File: src/fer_pkg.sv
// Behaviour
// - single class selected: events for that class
// - class pair selected: events for either class
// - all selected: event for every frame
// - each event is one 64-bit packet
// - frame id in packet bits 15:0
// - overflow mask in packet bits 47:32
// - event carries type, frame number, timestamp
// - area scan takes id from camera stream
// - frame id is 16 bits, wraps to zero
// - line scan reports grabber-made frame id
// - truncated frame was shortened, still transferred
// - lost frame discarded, no transfer at all
// - never truncated and lost together
// - overload entry stops running frame, truncated
// - overload persists: arriving frames lost until leave
package fer_pkg;

	////////////////////////////////////////////////////////////////////////
	// event packet layout
	localparam int ID_W       = 16;
	localparam int PKT_W      = 64;
	localparam int MASK_LSB   = 32;
	localparam int MASK_W     = 16;
	localparam int CLS_W      = 3;
	localparam int MASK_TRUNC = 0;
	localparam int MASK_DROP  = 1;
	localparam int MASK_WHOLE = 2;

	////////////////////////////////////////////////////////////////////////
	// class filter selector
	typedef enum logic [2:0] {
		FILT_TRUNC          = 3'b000,
		FILT_DROP           = 3'b001,
		FILT_TRUNC_OR_DROP  = 3'b010,
		FILT_GOOD           = 3'b011,
		FILT_TRUNC_OR_GOOD  = 3'b100,
		FILT_DROP_OR_GOOD   = 3'b101,
		FILT_ALL            = 3'b110
	} fer_filter_t;

	////////////////////////////////////////////////////////////////////////
	// frame tracker states
	typedef enum logic [1:0] {
		FR_IDLE = 2'b00,
		FR_PASS = 2'b01,
		FR_CUT  = 2'b10,
		FR_DROP = 2'b11
	} fer_frame_t;

	////////////////////////////////////////////////////////////////////////
	// register map
	localparam int         ADR_W          = 8;
	localparam logic [7:0] ADR_CTRL       = 8'h00;
	localparam logic [7:0] ADR_LEVELS     = 8'h04;
	localparam logic [7:0] ADR_STATE      = 8'h08;
	localparam logic [7:0] ADR_IRQ_STATUS = 8'h0C;
	localparam logic [7:0] ADR_IRQ_CLEAR  = 8'h10;
	localparam logic [7:0] ADR_IRQ_ENABLE = 8'h14;
	localparam logic [7:0] ADR_COUNTS     = 8'h18;

	localparam int CTRL_ENABLE_BIT = 0;
	localparam int CTRL_LINE_BIT   = 1;
	localparam int CTRL_FILT_LSB   = 4;
	localparam int LVL_ENTER_LSB   = 0;
	localparam int LVL_LEAVE_LSB   = 8;
	localparam int LVL_W           = 8;
	localparam int ST_OVERLOAD_BIT = 0;
	localparam int ST_INFRAME_BIT  = 1;
	localparam int ST_PENDING_BIT  = 2;
	localparam int ST_ID_LSB       = 16;
	localparam int CNT_W           = 16;
	localparam int CNT_DROP_LSB    = 16;

	// levels held in half-percent steps
	localparam logic [7:0] ENTER_LEVEL_RST = 8'hC7;
	localparam logic [7:0] LEAVE_LEVEL_RST = 8'h64;
	localparam logic       ENABLE_RST      = 1'b1;
	localparam logic       LINE_RST        = 1'b0;

	localparam int IRQ_EVENT    = 0;
	localparam int IRQ_OVERLOAD = 1;
	localparam int IRQ_OVERRUN  = 2;
	localparam int IRQ_W        = 3;

	localparam int OCC_W = 7;

endpackage

File: src/fer_frame_counter.sv
`timescale 1ns/1ps
module fer_frame_counter #(
	parameter int W = 16
) (
	input  wire logic         mclk_i,
	input  wire logic         sys_rst_i,
	input  wire logic         en_i,
	input  wire logic         inc_i,
	output logic      [W-1:0] cnt_o
);

	if (W < 1) begin : g_chk
		$error("fer_frame_counter: W must be at least 1");
	end

	logic [W-1:0] cnt_reg;

	// wraps to zero past its maximum
	always_ff @(posedge mclk_i or posedge sys_rst_i) begin
		if (sys_rst_i) begin
			cnt_reg <= '0;
		end else if (en_i && inc_i) begin
			cnt_reg <= cnt_reg + W'(1);
		end
	end

	assign cnt_o = cnt_reg;

endmodule

File: src/fer_event_slot.sv
`timescale 1ns/1ps
module fer_event_slot #(
	parameter int W = 96
) (
	input  wire logic         mclk_i,
	input  wire logic         sys_rst_i,
	input  wire logic         en_i,
	input  wire logic         load_i,
	input  wire logic [W-1:0] data_i,
	output logic              accept_o,
	output logic              valid_o,
	input  wire logic         ready_i,
	output logic      [W-1:0] data_o
);

	if (W < 1) begin : g_chk
		$error("fer_event_slot: W must be at least 1");
	end

	logic         valid_reg;
	logic [W-1:0] data_reg;

	// room when empty or being drained this cycle
	assign accept_o = !valid_reg || ready_i;

	always_ff @(posedge mclk_i or posedge sys_rst_i) begin
		if (sys_rst_i) begin
			valid_reg <= 1'b0;
		end else if (en_i) begin
			if (load_i && accept_o) begin
				valid_reg <= 1'b1;
			end else if (ready_i) begin
				valid_reg <= 1'b0;
			end
		end
	end

	always_ff @(posedge mclk_i or posedge sys_rst_i) begin
		if (sys_rst_i) begin
			data_reg <= '0;
		end else if (en_i && load_i && accept_o) begin
			data_reg <= data_i;
		end
	end

	assign valid_o = valid_reg;
	assign data_o  = data_reg;

endmodule

File: src/fer_frame_overflow_event_reporter.sv
// Decided for this implementation: the Wishbone slave port and the address map.
`timescale 1ns/1ps
module fer_frame_overflow_event_reporter #(
	parameter int TS_W = 32
) (
	input  wire logic                             mclk_i,
	input  wire logic                             sys_rst_i,
	input  wire logic                             ce_i,
	input  wire logic                             wb_cyc_i,
	input  wire logic                             wb_stb_i,
	input  wire logic                             wb_we_i,
	input  wire logic [fer_pkg::ADR_W-1:0]        wb_adr_i,
	input  wire logic [3:0]                       wb_sel_i,
	input  wire logic [31:0]                      wb_dat_i,
	output logic      [31:0]                      wb_dat_o,
	output logic                                  wb_ack_o,
	input  wire logic                             frame_start_i,
	input  wire logic                             frame_end_i,
	input  wire logic [fer_pkg::ID_W-1:0]         cam_frame_id_i,
	input  wire logic [fer_pkg::OCC_W-1:0]        buffer_occupancy_pct_i,
	output logic                                  frame_cut_o,
	output logic                                  overload_o,
	output logic                                  event_valid_o,
	input  wire logic                             event_ready_i,
	output logic      [fer_pkg::PKT_W-1:0]        event_data_o,
	output logic      [TS_W-1:0]                  event_ts_o,
	output logic                                  irq_o
);

	if (TS_W < 1 || TS_W > 64) begin : g_chk
		$error("fer_frame_overflow_event_reporter: TS_W must be 1..64");
	end

	localparam int SLOT_W = fer_pkg::PKT_W + TS_W;

	////////////////////////////////////////////////////////////////////////
	// declarations
	logic                         ack_reg;
	logic [31:0]                  rd_data_reg;
	logic [31:0]                  rd_data_next;
	logic                         wr_fire;
	logic                         enable_reg;
	logic                         line_scan_reg;
	fer_pkg::fer_filter_t         event_class_filter;
	logic [fer_pkg::LVL_W-1:0]    enter_overload_level;
	logic [fer_pkg::LVL_W-1:0]    leave_overload_level;
	logic [fer_pkg::IRQ_W-1:0]    irq_status_reg;
	logic [fer_pkg::IRQ_W-1:0]    irq_enable_reg;
	logic [fer_pkg::IRQ_W-1:0]    irq_set;
	logic [fer_pkg::IRQ_W-1:0]    irq_clr;
	logic                         overload_reg;
	logic                         overload_next;
	logic [fer_pkg::LVL_W-1:0]    occ_half;
	fer_pkg::fer_frame_t          frame_reg;
	fer_pkg::fer_frame_t          frame_next;
	logic [fer_pkg::ID_W-1:0]     grab_id;
	logic [fer_pkg::ID_W-1:0]     frame_id_reg;
	logic [fer_pkg::ID_W-1:0]     last_id_reg;
	logic [TS_W-1:0]              ts_reg;
	logic [TS_W-1:0]              frame_ts_reg;
	logic                         frame_close;
	logic                         frame_open;
	logic [31:0]                  irq_en_word;
	logic [fer_pkg::CLS_W-1:0]    cls;
	logic [fer_pkg::CLS_W-1:0]    cls_enabled;
	logic                         emit;
	logic [fer_pkg::PKT_W-1:0]    pkt;
	logic                         slot_accept;
	logic [SLOT_W-1:0]            slot_out;
	logic [fer_pkg::CNT_W-1:0]    trunc_cnt_reg;
	logic [fer_pkg::CNT_W-1:0]    drop_cnt_reg;

	function automatic logic [31:0] merge_bytes(input logic [31:0] old_v, input logic [31:0] new_v,
		input logic [3:0] sel);
		logic [31:0] r;
		r = old_v;
		for (int i = 0; i < 4; i++) begin
			if (sel[i]) begin
				r[i*8 +: 8] = new_v[i*8 +: 8];
			end
		end
		return r;
	endfunction

	// classes passed by each selector setting
	function automatic logic [fer_pkg::CLS_W-1:0] filter_mask(input fer_pkg::fer_filter_t f);
		logic [fer_pkg::CLS_W-1:0] m;
		m = '0;
		case (f)
			fer_pkg::FILT_TRUNC: begin
				m[fer_pkg::MASK_TRUNC] = 1'b1;
			end
			fer_pkg::FILT_DROP: begin
				m[fer_pkg::MASK_DROP] = 1'b1;
			end
			fer_pkg::FILT_GOOD: begin
				m[fer_pkg::MASK_WHOLE] = 1'b1;
			end
			fer_pkg::FILT_TRUNC_OR_DROP: begin
				m[fer_pkg::MASK_TRUNC] = 1'b1;
				m[fer_pkg::MASK_DROP]  = 1'b1;
			end
			fer_pkg::FILT_TRUNC_OR_GOOD: begin
				m[fer_pkg::MASK_TRUNC] = 1'b1;
				m[fer_pkg::MASK_WHOLE] = 1'b1;
			end
			fer_pkg::FILT_DROP_OR_GOOD: begin
				m[fer_pkg::MASK_DROP]  = 1'b1;
				m[fer_pkg::MASK_WHOLE] = 1'b1;
			end
			fer_pkg::FILT_ALL: begin
				m = '1;
			end
			default: begin
				m = '0;
			end
		endcase
		return m;
	endfunction

	////////////////////////////////////////////////////////////////////////
	// wishbone slave, one wait state
	assign wr_fire = wb_cyc_i && wb_stb_i && wb_we_i && ack_reg;

	always_ff @(posedge mclk_i or posedge sys_rst_i) begin
		if (sys_rst_i) begin
			ack_reg <= 1'b0;
		end else if (ce_i) begin
			ack_reg <= wb_cyc_i && wb_stb_i && !ack_reg;
		end
	end

	always_comb begin
		rd_data_next = '0;
		case (wb_adr_i)
			fer_pkg::ADR_CTRL: begin
				rd_data_next[fer_pkg::CTRL_ENABLE_BIT] = enable_reg;
				rd_data_next[fer_pkg::CTRL_LINE_BIT]   = line_scan_reg;
				rd_data_next[fer_pkg::CTRL_FILT_LSB +: 3] = event_class_filter;
			end
			fer_pkg::ADR_LEVELS: begin
				rd_data_next[fer_pkg::LVL_ENTER_LSB +: fer_pkg::LVL_W] = enter_overload_level;
				rd_data_next[fer_pkg::LVL_LEAVE_LSB +: fer_pkg::LVL_W] = leave_overload_level;
			end
			fer_pkg::ADR_STATE: begin
				rd_data_next[fer_pkg::ST_OVERLOAD_BIT] = overload_reg;
				rd_data_next[fer_pkg::ST_INFRAME_BIT]  = frame_reg != fer_pkg::FR_IDLE;
				rd_data_next[fer_pkg::ST_PENDING_BIT]  = event_valid_o;
				rd_data_next[fer_pkg::ST_ID_LSB +: fer_pkg::ID_W] = last_id_reg;
			end
			fer_pkg::ADR_IRQ_STATUS: begin
				rd_data_next[fer_pkg::IRQ_W-1:0] = irq_status_reg;
			end
			fer_pkg::ADR_IRQ_ENABLE: begin
				rd_data_next[fer_pkg::IRQ_W-1:0] = irq_enable_reg;
			end
			fer_pkg::ADR_COUNTS: begin
				rd_data_next[0 +: fer_pkg::CNT_W] = trunc_cnt_reg;
				rd_data_next[fer_pkg::CNT_DROP_LSB +: fer_pkg::CNT_W] = drop_cnt_reg;
			end
			default: begin
				rd_data_next = '0;
			end
		endcase
	end

	always_ff @(posedge mclk_i or posedge sys_rst_i) begin
		if (sys_rst_i) begin
			rd_data_reg <= '0;
		end else if (ce_i) begin
			rd_data_reg <= (wb_cyc_i && wb_stb_i && !wb_we_i && !ack_reg) ? rd_data_next : 32'h0000_0000;
		end
	end

	assign wb_ack_o = ack_reg;
	assign wb_dat_o = rd_data_reg;

	////////////////////////////////////////////////////////////////////////
	// software settings
	always_ff @(posedge mclk_i or posedge sys_rst_i) begin
		if (sys_rst_i) begin
			enable_reg         <= fer_pkg::ENABLE_RST;
			line_scan_reg      <= fer_pkg::LINE_RST;
			event_class_filter <= fer_pkg::FILT_TRUNC_OR_DROP;
		end else if (ce_i && wr_fire && wb_adr_i == fer_pkg::ADR_CTRL && wb_sel_i[0]) begin
			enable_reg         <= wb_dat_i[fer_pkg::CTRL_ENABLE_BIT];
			line_scan_reg      <= wb_dat_i[fer_pkg::CTRL_LINE_BIT];
			event_class_filter <= fer_pkg::fer_filter_t'(wb_dat_i[fer_pkg::CTRL_FILT_LSB +: 3]);
		end
	end

	always_ff @(posedge mclk_i or posedge sys_rst_i) begin
		if (sys_rst_i) begin
			enter_overload_level <= fer_pkg::ENTER_LEVEL_RST;
			leave_overload_level <= fer_pkg::LEAVE_LEVEL_RST;
		end else if (ce_i && wr_fire && wb_adr_i == fer_pkg::ADR_LEVELS) begin
			if (wb_sel_i[0]) begin
				enter_overload_level <= wb_dat_i[fer_pkg::LVL_ENTER_LSB +: fer_pkg::LVL_W];
			end
			if (wb_sel_i[1]) begin
				leave_overload_level <= wb_dat_i[fer_pkg::LVL_LEAVE_LSB +: fer_pkg::LVL_W];
			end
		end
	end

	////////////////////////////////////////////////////////////////////////
	// overload hysteresis
	assign occ_half = {buffer_occupancy_pct_i, 1'b0};

	always_comb begin
		if (!enable_reg) begin
			overload_next = 1'b0;
		end else if (!overload_reg) begin
			overload_next = occ_half > enter_overload_level;
		end else begin
			overload_next = !(occ_half < leave_overload_level);
		end
	end

	always_ff @(posedge mclk_i or posedge sys_rst_i) begin
		if (sys_rst_i) begin
			overload_reg <= 1'b0;
		end else if (ce_i) begin
			overload_reg <= overload_next;
		end
	end

	assign overload_o = overload_reg;

	////////////////////////////////////////////////////////////////////////
	// frame tracking and classification
	assign frame_close = frame_end_i && frame_reg != fer_pkg::FR_IDLE;
	// accepted start: from idle, or back to back with an end
	assign frame_open  = frame_start_i && enable_reg && (frame_reg == fer_pkg::FR_IDLE || frame_end_i);

	always_comb begin
		frame_next = frame_reg;
		case (frame_reg)
			fer_pkg::FR_IDLE: begin
				if (frame_start_i && enable_reg) begin
					frame_next = overload_next ? fer_pkg::FR_DROP : fer_pkg::FR_PASS;
				end
			end
			fer_pkg::FR_PASS: begin
				if (frame_end_i) begin
					frame_next = fer_pkg::FR_IDLE;
				end else if (overload_next) begin
					frame_next = fer_pkg::FR_CUT;
				end
			end
			fer_pkg::FR_CUT, fer_pkg::FR_DROP: begin
				if (frame_end_i) begin
					frame_next = fer_pkg::FR_IDLE;
				end
			end
			default: begin
				frame_next = fer_pkg::FR_IDLE;
			end
		endcase
		// back-to-back frames: end and next start in one cycle
		if (frame_close && frame_start_i && enable_reg) begin
			frame_next = overload_next ? fer_pkg::FR_DROP : fer_pkg::FR_PASS;
		end
	end

	always_ff @(posedge mclk_i or posedge sys_rst_i) begin
		if (sys_rst_i) begin
			frame_reg <= fer_pkg::FR_IDLE;
		end else if (ce_i) begin
			frame_reg <= frame_next;
		end
	end

	// stops the data path for truncated and lost frames
	assign frame_cut_o = frame_reg == fer_pkg::FR_CUT || frame_reg == fer_pkg::FR_DROP;

	fer_frame_counter #(
		.W (fer_pkg::ID_W)
	) u_grab_id (
		.mclk_i    (mclk_i),
		.sys_rst_i (sys_rst_i),
		.en_i      (ce_i),
		.inc_i     (frame_open),
		.cnt_o     (grab_id)
	);

	always_ff @(posedge mclk_i or posedge sys_rst_i) begin
		if (sys_rst_i) begin
			ts_reg <= '0;
		end else if (ce_i) begin
			ts_reg <= ts_reg + TS_W'(1);
		end
	end

	always_ff @(posedge mclk_i or posedge sys_rst_i) begin
		if (sys_rst_i) begin
			frame_id_reg <= '0;
			frame_ts_reg <= '0;
		end else if (ce_i && frame_open) begin
			frame_id_reg <= line_scan_reg ? grab_id : cam_frame_id_i;
			frame_ts_reg <= ts_reg;
		end
	end

	// exactly one class bit per closed frame
	always_comb begin
		cls = '0;
		case (frame_reg)
			fer_pkg::FR_CUT: begin
				cls[fer_pkg::MASK_TRUNC] = 1'b1;
			end
			fer_pkg::FR_DROP: begin
				cls[fer_pkg::MASK_DROP] = 1'b1;
			end
			fer_pkg::FR_PASS: begin
				cls[fer_pkg::MASK_WHOLE] = 1'b1;
			end
			default: begin
				cls = '0;
			end
		endcase
	end

	assign cls_enabled = cls & filter_mask(event_class_filter);
	assign emit        = frame_close && (cls_enabled != '0);

	always_comb begin
		pkt = '0;
		pkt[fer_pkg::ID_W-1:0] = frame_id_reg;
		pkt[fer_pkg::MASK_LSB +: fer_pkg::CLS_W] = cls;
	end

	fer_event_slot #(
		.W (SLOT_W)
	) u_slot (
		.mclk_i    (mclk_i),
		.sys_rst_i (sys_rst_i),
		.en_i      (ce_i),
		.load_i    (emit),
		.data_i    ({frame_ts_reg, pkt}),
		.accept_o  (slot_accept),
		.valid_o   (event_valid_o),
		.ready_i   (event_ready_i),
		.data_o    (slot_out)
	);

	assign event_data_o = slot_out[fer_pkg::PKT_W-1:0];
	assign event_ts_o   = slot_out[SLOT_W-1:fer_pkg::PKT_W];

	////////////////////////////////////////////////////////////////////////
	// statistics
	always_ff @(posedge mclk_i or posedge sys_rst_i) begin
		if (sys_rst_i) begin
			trunc_cnt_reg <= '0;
			drop_cnt_reg  <= '0;
			last_id_reg   <= '0;
		end else if (ce_i && frame_close) begin
			last_id_reg <= frame_id_reg;
			if (cls[fer_pkg::MASK_TRUNC]) begin
				trunc_cnt_reg <= trunc_cnt_reg + fer_pkg::CNT_W'(1);
			end
			if (cls[fer_pkg::MASK_DROP]) begin
				drop_cnt_reg <= drop_cnt_reg + fer_pkg::CNT_W'(1);
			end
		end
	end

	////////////////////////////////////////////////////////////////////////
	// interrupts, set wins over clear
	always_comb begin
		irq_set = '0;
		irq_set[fer_pkg::IRQ_EVENT]    = emit && slot_accept;
		irq_set[fer_pkg::IRQ_OVERLOAD] = overload_next && !overload_reg;
		irq_set[fer_pkg::IRQ_OVERRUN]  = emit && !slot_accept;
		irq_clr = '0;
		if (wr_fire && wb_adr_i == fer_pkg::ADR_IRQ_CLEAR && wb_sel_i[0]) begin
			irq_clr = wb_dat_i[fer_pkg::IRQ_W-1:0];
		end
	end

	always_ff @(posedge mclk_i or posedge sys_rst_i) begin
		if (sys_rst_i) begin
			irq_status_reg <= '0;
		end else if (ce_i) begin
			irq_status_reg <= (irq_status_reg & ~irq_clr) | irq_set;
		end
	end

	always_ff @(posedge mclk_i or posedge sys_rst_i) begin
		if (sys_rst_i) begin
			irq_enable_reg <= '0;
		end else if (ce_i && wr_fire && wb_adr_i == fer_pkg::ADR_IRQ_ENABLE && wb_sel_i[0]) begin
			irq_enable_reg <= irq_en_word[fer_pkg::IRQ_W-1:0];
		end
	end

	assign irq_en_word = merge_bytes(32'h0000_0000, wb_dat_i, wb_sel_i);

	assign irq_o = |(irq_status_reg & irq_enable_reg);

endmodule

File: config.mk
export PLATFORM = sky130hd
export DESIGN_NAME = fer_frame_overflow_event_reporter
export DESIGN_NICKNAME = d
export VERILOG_FILES = /design/src/fer_pkg.sv /design/src/fer_frame_counter.sv /design/src/fer_event_slot.sv /design/src/fer_frame_overflow_event_reporter.sv
export SDC_FILE = /design/constraint.sdc
export NUM_CORES = 1
export LEC_CHECK = 0
export ABC_AREA = 0
export BUFFER_PORTS_ARGS = -buffer_cell sky130_fd_sc_hd__buf_4
export CORE_AREA = 4 4 205 207
export CTS_BUF_LIST = sky130_fd_sc_hd__clkbuf_8
export DETAILED_ROUTE_END_ITERATION = 8
export DIE_AREA = 0 0 209 211
export GPL_ROUTABILITY_DRIVEN = 0
export PLACE_DENSITY = 0.59
export SYNTH_ARGS = -nofsm -noshare
export SYNTH_HDL_FRONTEND = slang
export SYNTH_SLANG_ARGS = --single-unit
File: constraint.sdc
create_clock -name mclk_i -period 8.9 [get_ports mclk_i]
set_clock_uncertainty 0.15 [all_clocks]
set_input_delay 0.445 -clock mclk_i [delete_from_list [all_inputs] [get_ports mclk_i]]
set_output_delay 0.445 -clock mclk_i [all_outputs]
set_load 0.02 [all_outputs]
==> impl_results.md, run 1 <==
- Core area: 40400 um2
- Worst vdd ir: ~0.09 mV
- Synth area leader: dfrtp_1
- CP Class: reg2reg
- CTS max path bufs: 3
- DRT iter0 DRCs: 519
- Initial core utilization: ~29%
- Final setup TNS: 0 ns
- 1st-pass router iterations: 5
- Synthesis-stage register bit count: 259
- Worst-skew pair later-pin latency: 0.57 ns
- Post-synthesis adder-cell area fraction: 1.89%
- Number of port buffers: 145
- Die area: around 44000 um2
- Global route overflow: 0
- Post-synthesis cell type count: 63
- Compound-Gate Fraction of Synth Area: ~6.7%
- Post-synth EDFFs: 0
- FFs w/ async S/R, synth: 100%
- # nets final: 1353
- Power Total: roughly 2500 uW
- Area contributors post-synth: dfrtp_1 52%, nand2_1 6.5%, mux2_4 5.8%
- P per Cell Area: 172 nW/um2
- Die X: ~210 um
- Worst EP required: 9.17 ns
- Cts repair resizes: 0
- Slew headroom: about 22%
- Initial antenna violation count: 7
- Seq/Total Area, Yosys: 54.6%
- CTS tree: built
- Drt via density: 4.49
- List of most frequent post-synthesis cells: 249 x dfrtp_1, 206 x nand2_1, 57 x xnor2_1
- Final min period: 3.14 ns
- Top-level I/O count: between 200 and 250
- Most used DFF post-synth: dfrtp_1
- Yosys top cell area share: a little over half
- Multi-input logic area: 4810 um2
- Post-DP HPWL: 20.4 mm
- Main combinational cell family by area after synthesis: simple AND/OR/NAND/NOR gates
- Worst-Margin Slew: 1.17 ns
- Row count: 74
- Clk slew on worst S/H paths: around 0.06 ns
- Max Freq: approximately 0.32 GHz
- Synth Cell Area: 11900 um2
- FILL cells: 3998
- Clk sink count: between 200 and 300
- CTS HTree Levels: 2
- Mux cell area share after synthesis: 10.5%
- Synth Area in Simple Gates: 14.3%
- Drt drc: 0
- CTS buffer count: 47
- Die H: 211 um
- Final hold vios: 0
- Count of final setup violators: 0
- Register Area: 6490 um2
- Count leader, synth: dfrtp_1
- Clk root buf: clkbuf_8
- Status: completed
- Max_cap viols: 0
- Post-CTS Setup Inserts: 0
- Max reg flops: 51
- Slew Limit Fails: 0
- First-pass GRT wire length: ~47 mm
- Pleak: 0.00705 uW
- Layout cells sized above 1: 26.0%
- Crit-path max FO: 41
- RSZ-0062 raised after global routing: no
- Period Utilization, post-route: 35.3%
- DR vias: 8217
- Worst setup SP type: flip-flop
- Synthesis-to-layout area growth: 23.5%
- Avg Synthesized Cell Area: 11.2 um2
- FF-to-FF setup slack: around 5.8 ns
- Synth Area in XOR/XNOR: 5.59%
- Hold Crit Class: in2reg
- Final WL: 29.1 mm
- Data arrival time of the critical path: 3.41 ns
- WL/cell: 15.9 um
- Largest net degree at the start of global routing: about 110
- Post-route ant nets: 0
- GRT Overall Usage: 13.0%
- WHS: 0.0412 ns
- Cell count after synthesis: 1066
- CP Capture Type: flip-flop
- Vias in the first global route: 8440
- Yosys warns: 0
[final timing paths]
path,from,endpoint,cells after the start
min in group asynchronous,sys_rst_i,u_slot.data_o[77]$_DFFE_PP0P_,3
min,cam_frame_id_i[13],frame_id_reg[13]$_DFFE_PP0P_,3
min reg2reg,u_grab_id.cnt_o[15]$_DFFE_PP0P_,u_grab_id.cnt_o[15]$_DFFE_PP0P_,1
max reg2reg,frame_reg[1]$_DFFE_PP0P_,u_slot.data_o[95]$_DFFE_PP0P_,5
max,frame_reg[1]$_DFFE_PP0P_,u_slot.data_o[95]$_DFFE_PP0P_,5
max in group asynchronous,sys_rst_i,wb_dat_o[28]$_DFFE_PP0P_,4
[power by group]
part	total, uW	switching [uW]	internal [uW]	leakage (uW)
Sequential	1220	21.7	1190	0.00356
Combinational	133	81.2	52.2	0.00293
Clock	1180	511	672	0.000562
[timing repair]
item	4_1_cts	5_1_grt
setup endpoints to repair	0	0
endpoints found under the hold margin	155	0
hold buffers	35	0
[cells by family after synthesis]
logic type | count (synthesis)
buffers and inverters | 142
other | 1
adder cells (fa/ha/maj) | 18
XOR/XNOR | 76
AO/OA/AOI/OAI | 120
AND/OR/NAND/NOR | 355
flip-flops | 259
multiplexers | 95
[through the flow]
stage / util, % / std cells / setup WS [ns] / instance area [um2]
3_5_place_dp: 33.0 / 1707 / 5.33 / 13300
4_1_cts: 36.4 / 1827 / 5.65 / 14700
2_1_floorplan: - / 1110 / 1.19 / 12100
5_1_grt: 36.4 / 1830 / 5.46 / 14700
3_3_place_gp: 33.0 / 1707 / 5.36 / 13300
6_report: 36.4 / 1831 / 5.76 / 14700
[cell type report]
| type | count | area share, % |
|---|---|---|
| inverter | 56 | 1.48 |
| tap | 532 | 4.53 |
| antenna | 4 | 0.0681 |
| clock buffer | 60 | 5.62 |
| timing repair buffer | 186 | 10.1 |
| sequential | 259 | 44.2 |
| clock inverter | 25 | 1.29 |
| multi-input combinational | 709 | 32.7 |
[cells in the final DEF, fill, tap and decap left out, types with 11 or more instances in the layout]
cell type,synthesis,routed
nand2_1,206,205
clkbuf_8,0,60
o21ai_0,25,25
o22ai_1,30,30
nand4_1,27,27
xor2_1,19,19
nor2_1,29,29
dfrtp_1,249,249
mux2_2,31,31
and3_1,13,13
inv_1,56,65
xnor2_1,57,57
a21oi_1,11,11
mux2i_1,16,16
a22oi_1,30,30
nand3_1,27,27
buf_4,49,151
ha_1,18,18
dlygate4sd3_1,0,35
mux2_4,46,46
conb_1,1,45
[metal layers]
metal | share of wire, % | vias to the layer above | routed length [um] | track usage (%)
li1 | - | 3939 | - | -
met1 | 47 | 4023 | 13600 | 18.4
met2 | 46 | 206 | 13300 | 20.2
met3 | 5.6 | 43 | 1640 | 3.25
met4 | 1.6 | 6 | 451 | 2.88
met5 | 0.076 | - | 22 | 0
[critical path, stage by stage (launching register included)]
cell,delay [ns]
dfrtp_1,0.61
o211ai_2,0.42
nor2_1,0.21
o31a_2,0.45
buf_4,0.70
mux2_2,0.41
Power figures use the tool's default switching activity.
==> run 2, diff against run 1 <==
- clock period: 8.9 -> 3.1 ns (I/O delays scaled with it)
==> run 2 against run 1 <==
Total power grew to 2.8 times the previous value. Register-to-register slack lost 5.6 ns. Utilization grew 1.1 points. Worst hold slack gained 0.041 ns. Final cell count grew 2.5%. Via count grew 3.0%. Clock power grew to 2.7 times the previous value. Non-clock buffer count grew 45. Worst setup slack lost 5.6 ns. Flip-flop and latch count is the same.
==> impl_results.md, run 2 (synthesis results as in run 1) <==
- Status: completed (unchanged)
- Top delay family on crit path: buffers and inverters (was compound AO/OA/AOI/OAI gates)
- Die area: 44100 um2 (unchanged)
- Number of port buffers: 145 (unchanged)
- Post-DP HPWL: 21.1 mm (was 20.4 mm)
- DRT iter0 DRCs: 466 (was 519)
- Drt drc: 0 (unchanged)
- P per Cell Area: 471 nW/um2 (was 172 nW/um2)
- Layout cells sized above 1: 25.7% (was 26.0%)
- Fin cells: 1876 (was 1831)
- Worst setup SP type: flip-flop (unchanged)
- Crit path top cell by count: dlygate4sd3_1
- Pleak: 0.00732 uW (was 0.00705 uW)
- Worst EP required: 3.42 ns (was 9.17 ns)
- Crit-path max FO: 3 (was 41)
- CTS tree: built (unchanged)
- Post-CTS Setup Inserts: 0 (unchanged)
- Most common cell after layout, fill and taps aside: dfrtp_1 (unchanged)
- CP Class: reg2reg (unchanged)
- Top-level I/O count: 209 (unchanged)
- Most frequent cells in the layout: 249 x dfrtp_1, 205 x nand2_1, 160 x buf_4 (was 249 x dfrtp_1, 205 x nand2_1, 151 x buf_4)
- RSZ-0062 raised after global routing: no (unchanged)
- # placed instances: 1723 (was 1707)
- Max reg flops: 51 (unchanged)
- Initial core utilization: 29.5% (unchanged)
- Clk slew on worst S/H paths: 0.06 ns (about the same)
- GRT Overall Usage: 13.5% (was 13.0%)
- Worst-Margin Slew: 1.02 ns (was 1.17 ns)
- Clk sink count: 259 (unchanged)
- WL/cell: 16.0 um (was 15.9 um)
- Die H: 211 um (unchanged)
- First-pass GRT wire length: 48.5 mm (was 47.0 mm)
- Final WL: 30.1 mm (was 29.1 mm)
- Cell chain of the critical path: inv_1, ha_1, a211oi_1, dlygate4sd3_1, o21ai_0, o21a_1, a22o_1, dlygate4sd3_1 (was o211ai_2, nor2_1, o31a_2, buf_4, mux2_2)
- Cts repair resizes: 0 (unchanged)
- Global route overflow: 0 (unchanged)
- FF-to-FF setup slack: 0.14 ns (was 5.76 ns)
- Hold Crit Endpoint: overload_o$_DFFE_PP0P_ (was frame_id_reg[13]$_DFFE_PP0P_)
- Hold Crit Start: buffer_occupancy_pct_i[3] (was cam_frame_id_i[13])
- Max_cap viols: 0 (unchanged)
- FILL cells: 4034 (was 3998)
- CTS max path bufs: 3 (unchanged)
- Hold Crit Class: in2reg (unchanged)
- Final min period: 2.96 ns (was 3.14 ns)
- Initial antenna violation count: 4 (was 7)
- Data arrival time of the critical path: 3.28 ns (was 3.41 ns)
- Final hold vios: 0 (unchanged)
- Origin of the critical flop-to-flop path: leave_overload_level[7]$_DFFE_PP0P_ (was frame_reg[1]$_DFFE_PP0P_)
- Reg2Reg Depth: 8 (was 5)
- Worst path max stage delay: 0.57 ns (was 0.70 ns)
- DR vias: 8461 (was 8217)
- Drt via density: 4.51 (was 4.49)
- CP Capture Type: flip-flop (unchanged)
- Worst vdd ir: 0.359 mV (was 0.0923 mV)
- Hold path depth: 6 (was 3)
- Vias in the first global route: 8739 (was 8440)
- Post-route ant nets: 0 (unchanged)
- Row count: 74 (unchanged)
- Synthesis-to-layout area growth: 27.1% (was 23.5%)
- Die X: 209 um (unchanged)
- 1st-pass router iterations: 5 (unchanged)
- Core area: 40400 um2 (unchanged)
- # nets final: 1398 (was 1353)
- Largest net degree at the start of global routing: 55 (was 114)
- Clk root buf: clkbuf_8 (unchanged)
- Worst r2r dst: frame_reg[1]$_DFFE_PP0P_ (was u_slot.data_o[95]$_DFFE_PP0P_)
- Period Utilization, post-route: 95.4% (was 35.3%)
- Critical Path Slowest Stage Cell: dlygate4sd3_1 (was buf_4)
- WHS: 0.0825 ns (was 0.0412 ns)
- Worst-skew pair later-pin latency: 0.61 ns (was 0.57 ns)
- Final Util: 37.5% (was 36.4%)
- Count of final setup violators: 0 (unchanged)
- CTS buffer count: 47 (unchanged)
- Buf/Inv on CP: 3 (was 1)
- Slew headroom: 31.9% (was 21.7%)
- Max Freq: 0.338 GHz (was 0.318 GHz)
- Slew Limit Fails: 0 (unchanged)
- CTS HTree Levels: 2 (unchanged)
## run 2: worst max path at each step
stage                                         from                       endpoint  slack (ns)  depth (start not counted)
3_3_place_gp              frame_reg[1]$_DFFE_PP0P_  u_slot.data_o[95]$_DFFE_PP0P_        0.70                          5
5_1_grt        leave_overload_level[7]$_DFFE_PP0P_       frame_reg[1]$_DFFE_PP0P_        0.05                          8
6_report       leave_overload_level[7]$_DFFE_PP0P_       frame_reg[1]$_DFFE_PP0P_        0.14                          8
3_5_place_dp              frame_reg[1]$_DFFE_PP0P_  u_slot.data_o[95]$_DFFE_PP0P_        0.67                          5
4_1_cts        leave_overload_level[7]$_DFFE_PP0P_       frame_reg[1]$_DFFE_PP0P_        0.16                          8
2_1_floorplan                            sys_rst_i    drop_cnt_reg[0]$_DFFE_PP0P_       -0.61                          1
## run 2: repair_timing
action / CTS / global route
hold endpoints to repair: 107 / 0
setup endpoints to repair: 0 / 0
hold buffers: 64 / 0
## run 2: layout make-up
class	instances	area (um2)	share of cell area (%)
timing repair buffer	231	1980	13.1
inverter	56	214	1.41
tap	532	666	4.40
sequential	259	6490	42.9
clock buffer	61	840	5.55
multi-input combinational	709	4810	31.8
clock inverter	25	119	0.785
antenna	3	7.51	0.0496
## run 2: stage by stage
stage / total power, uW / setup TNS [ns] / setup slack (ns) / area [um2]
4_1_cts: 7260 / 0 / 0.158 / 15100
6_report: 7140 / 0 / 0.142 / 15100
3_5_place_dp: 3930 / 0 / 0.667 / 13500
3_3_place_gp: 3920 / 0 / 0.699 / 13500
5_1_grt: 7490 / 0 / 0.0494 / 15100
2_1_floorplan: 3810 / -151.99 / -0.610 / 12100
## run 2: power breakdown
| part | switching [uW] | total (uW) | internal [uW] |
|---|---|---|---|
| combinational | 244 | 426 | 182 |
| sequential | 62.0 | 3490 | 3430 |
| clock | 1450 | 3220 | 1770 |
| total | 1760 | 7140 | 5380 |
## run 2: metal layers
metal / track usage [%] / vias up / share of wire [%]
met5: 0 / - / 0.070
met4: 3.74 / 4 / 1.9
met3: 3.51 / 46 / 5.8
met2: 21.3 / 195 / 46
met1: 18.7 / 4183 / 46
li1: - / 4033 / -
## run 2: worst reg2reg max path, cell delays in order, from the launching register on
cell           delay [ns]
dfrtp_1              0.38
inv_1                0.09
ha_1                 0.31
a211oi_1             0.23
dlygate4sd3_1        0.57
o21ai_0              0.10
o21a_1               0.27
a22o_1               0.19
dlygate4sd3_1        0.54
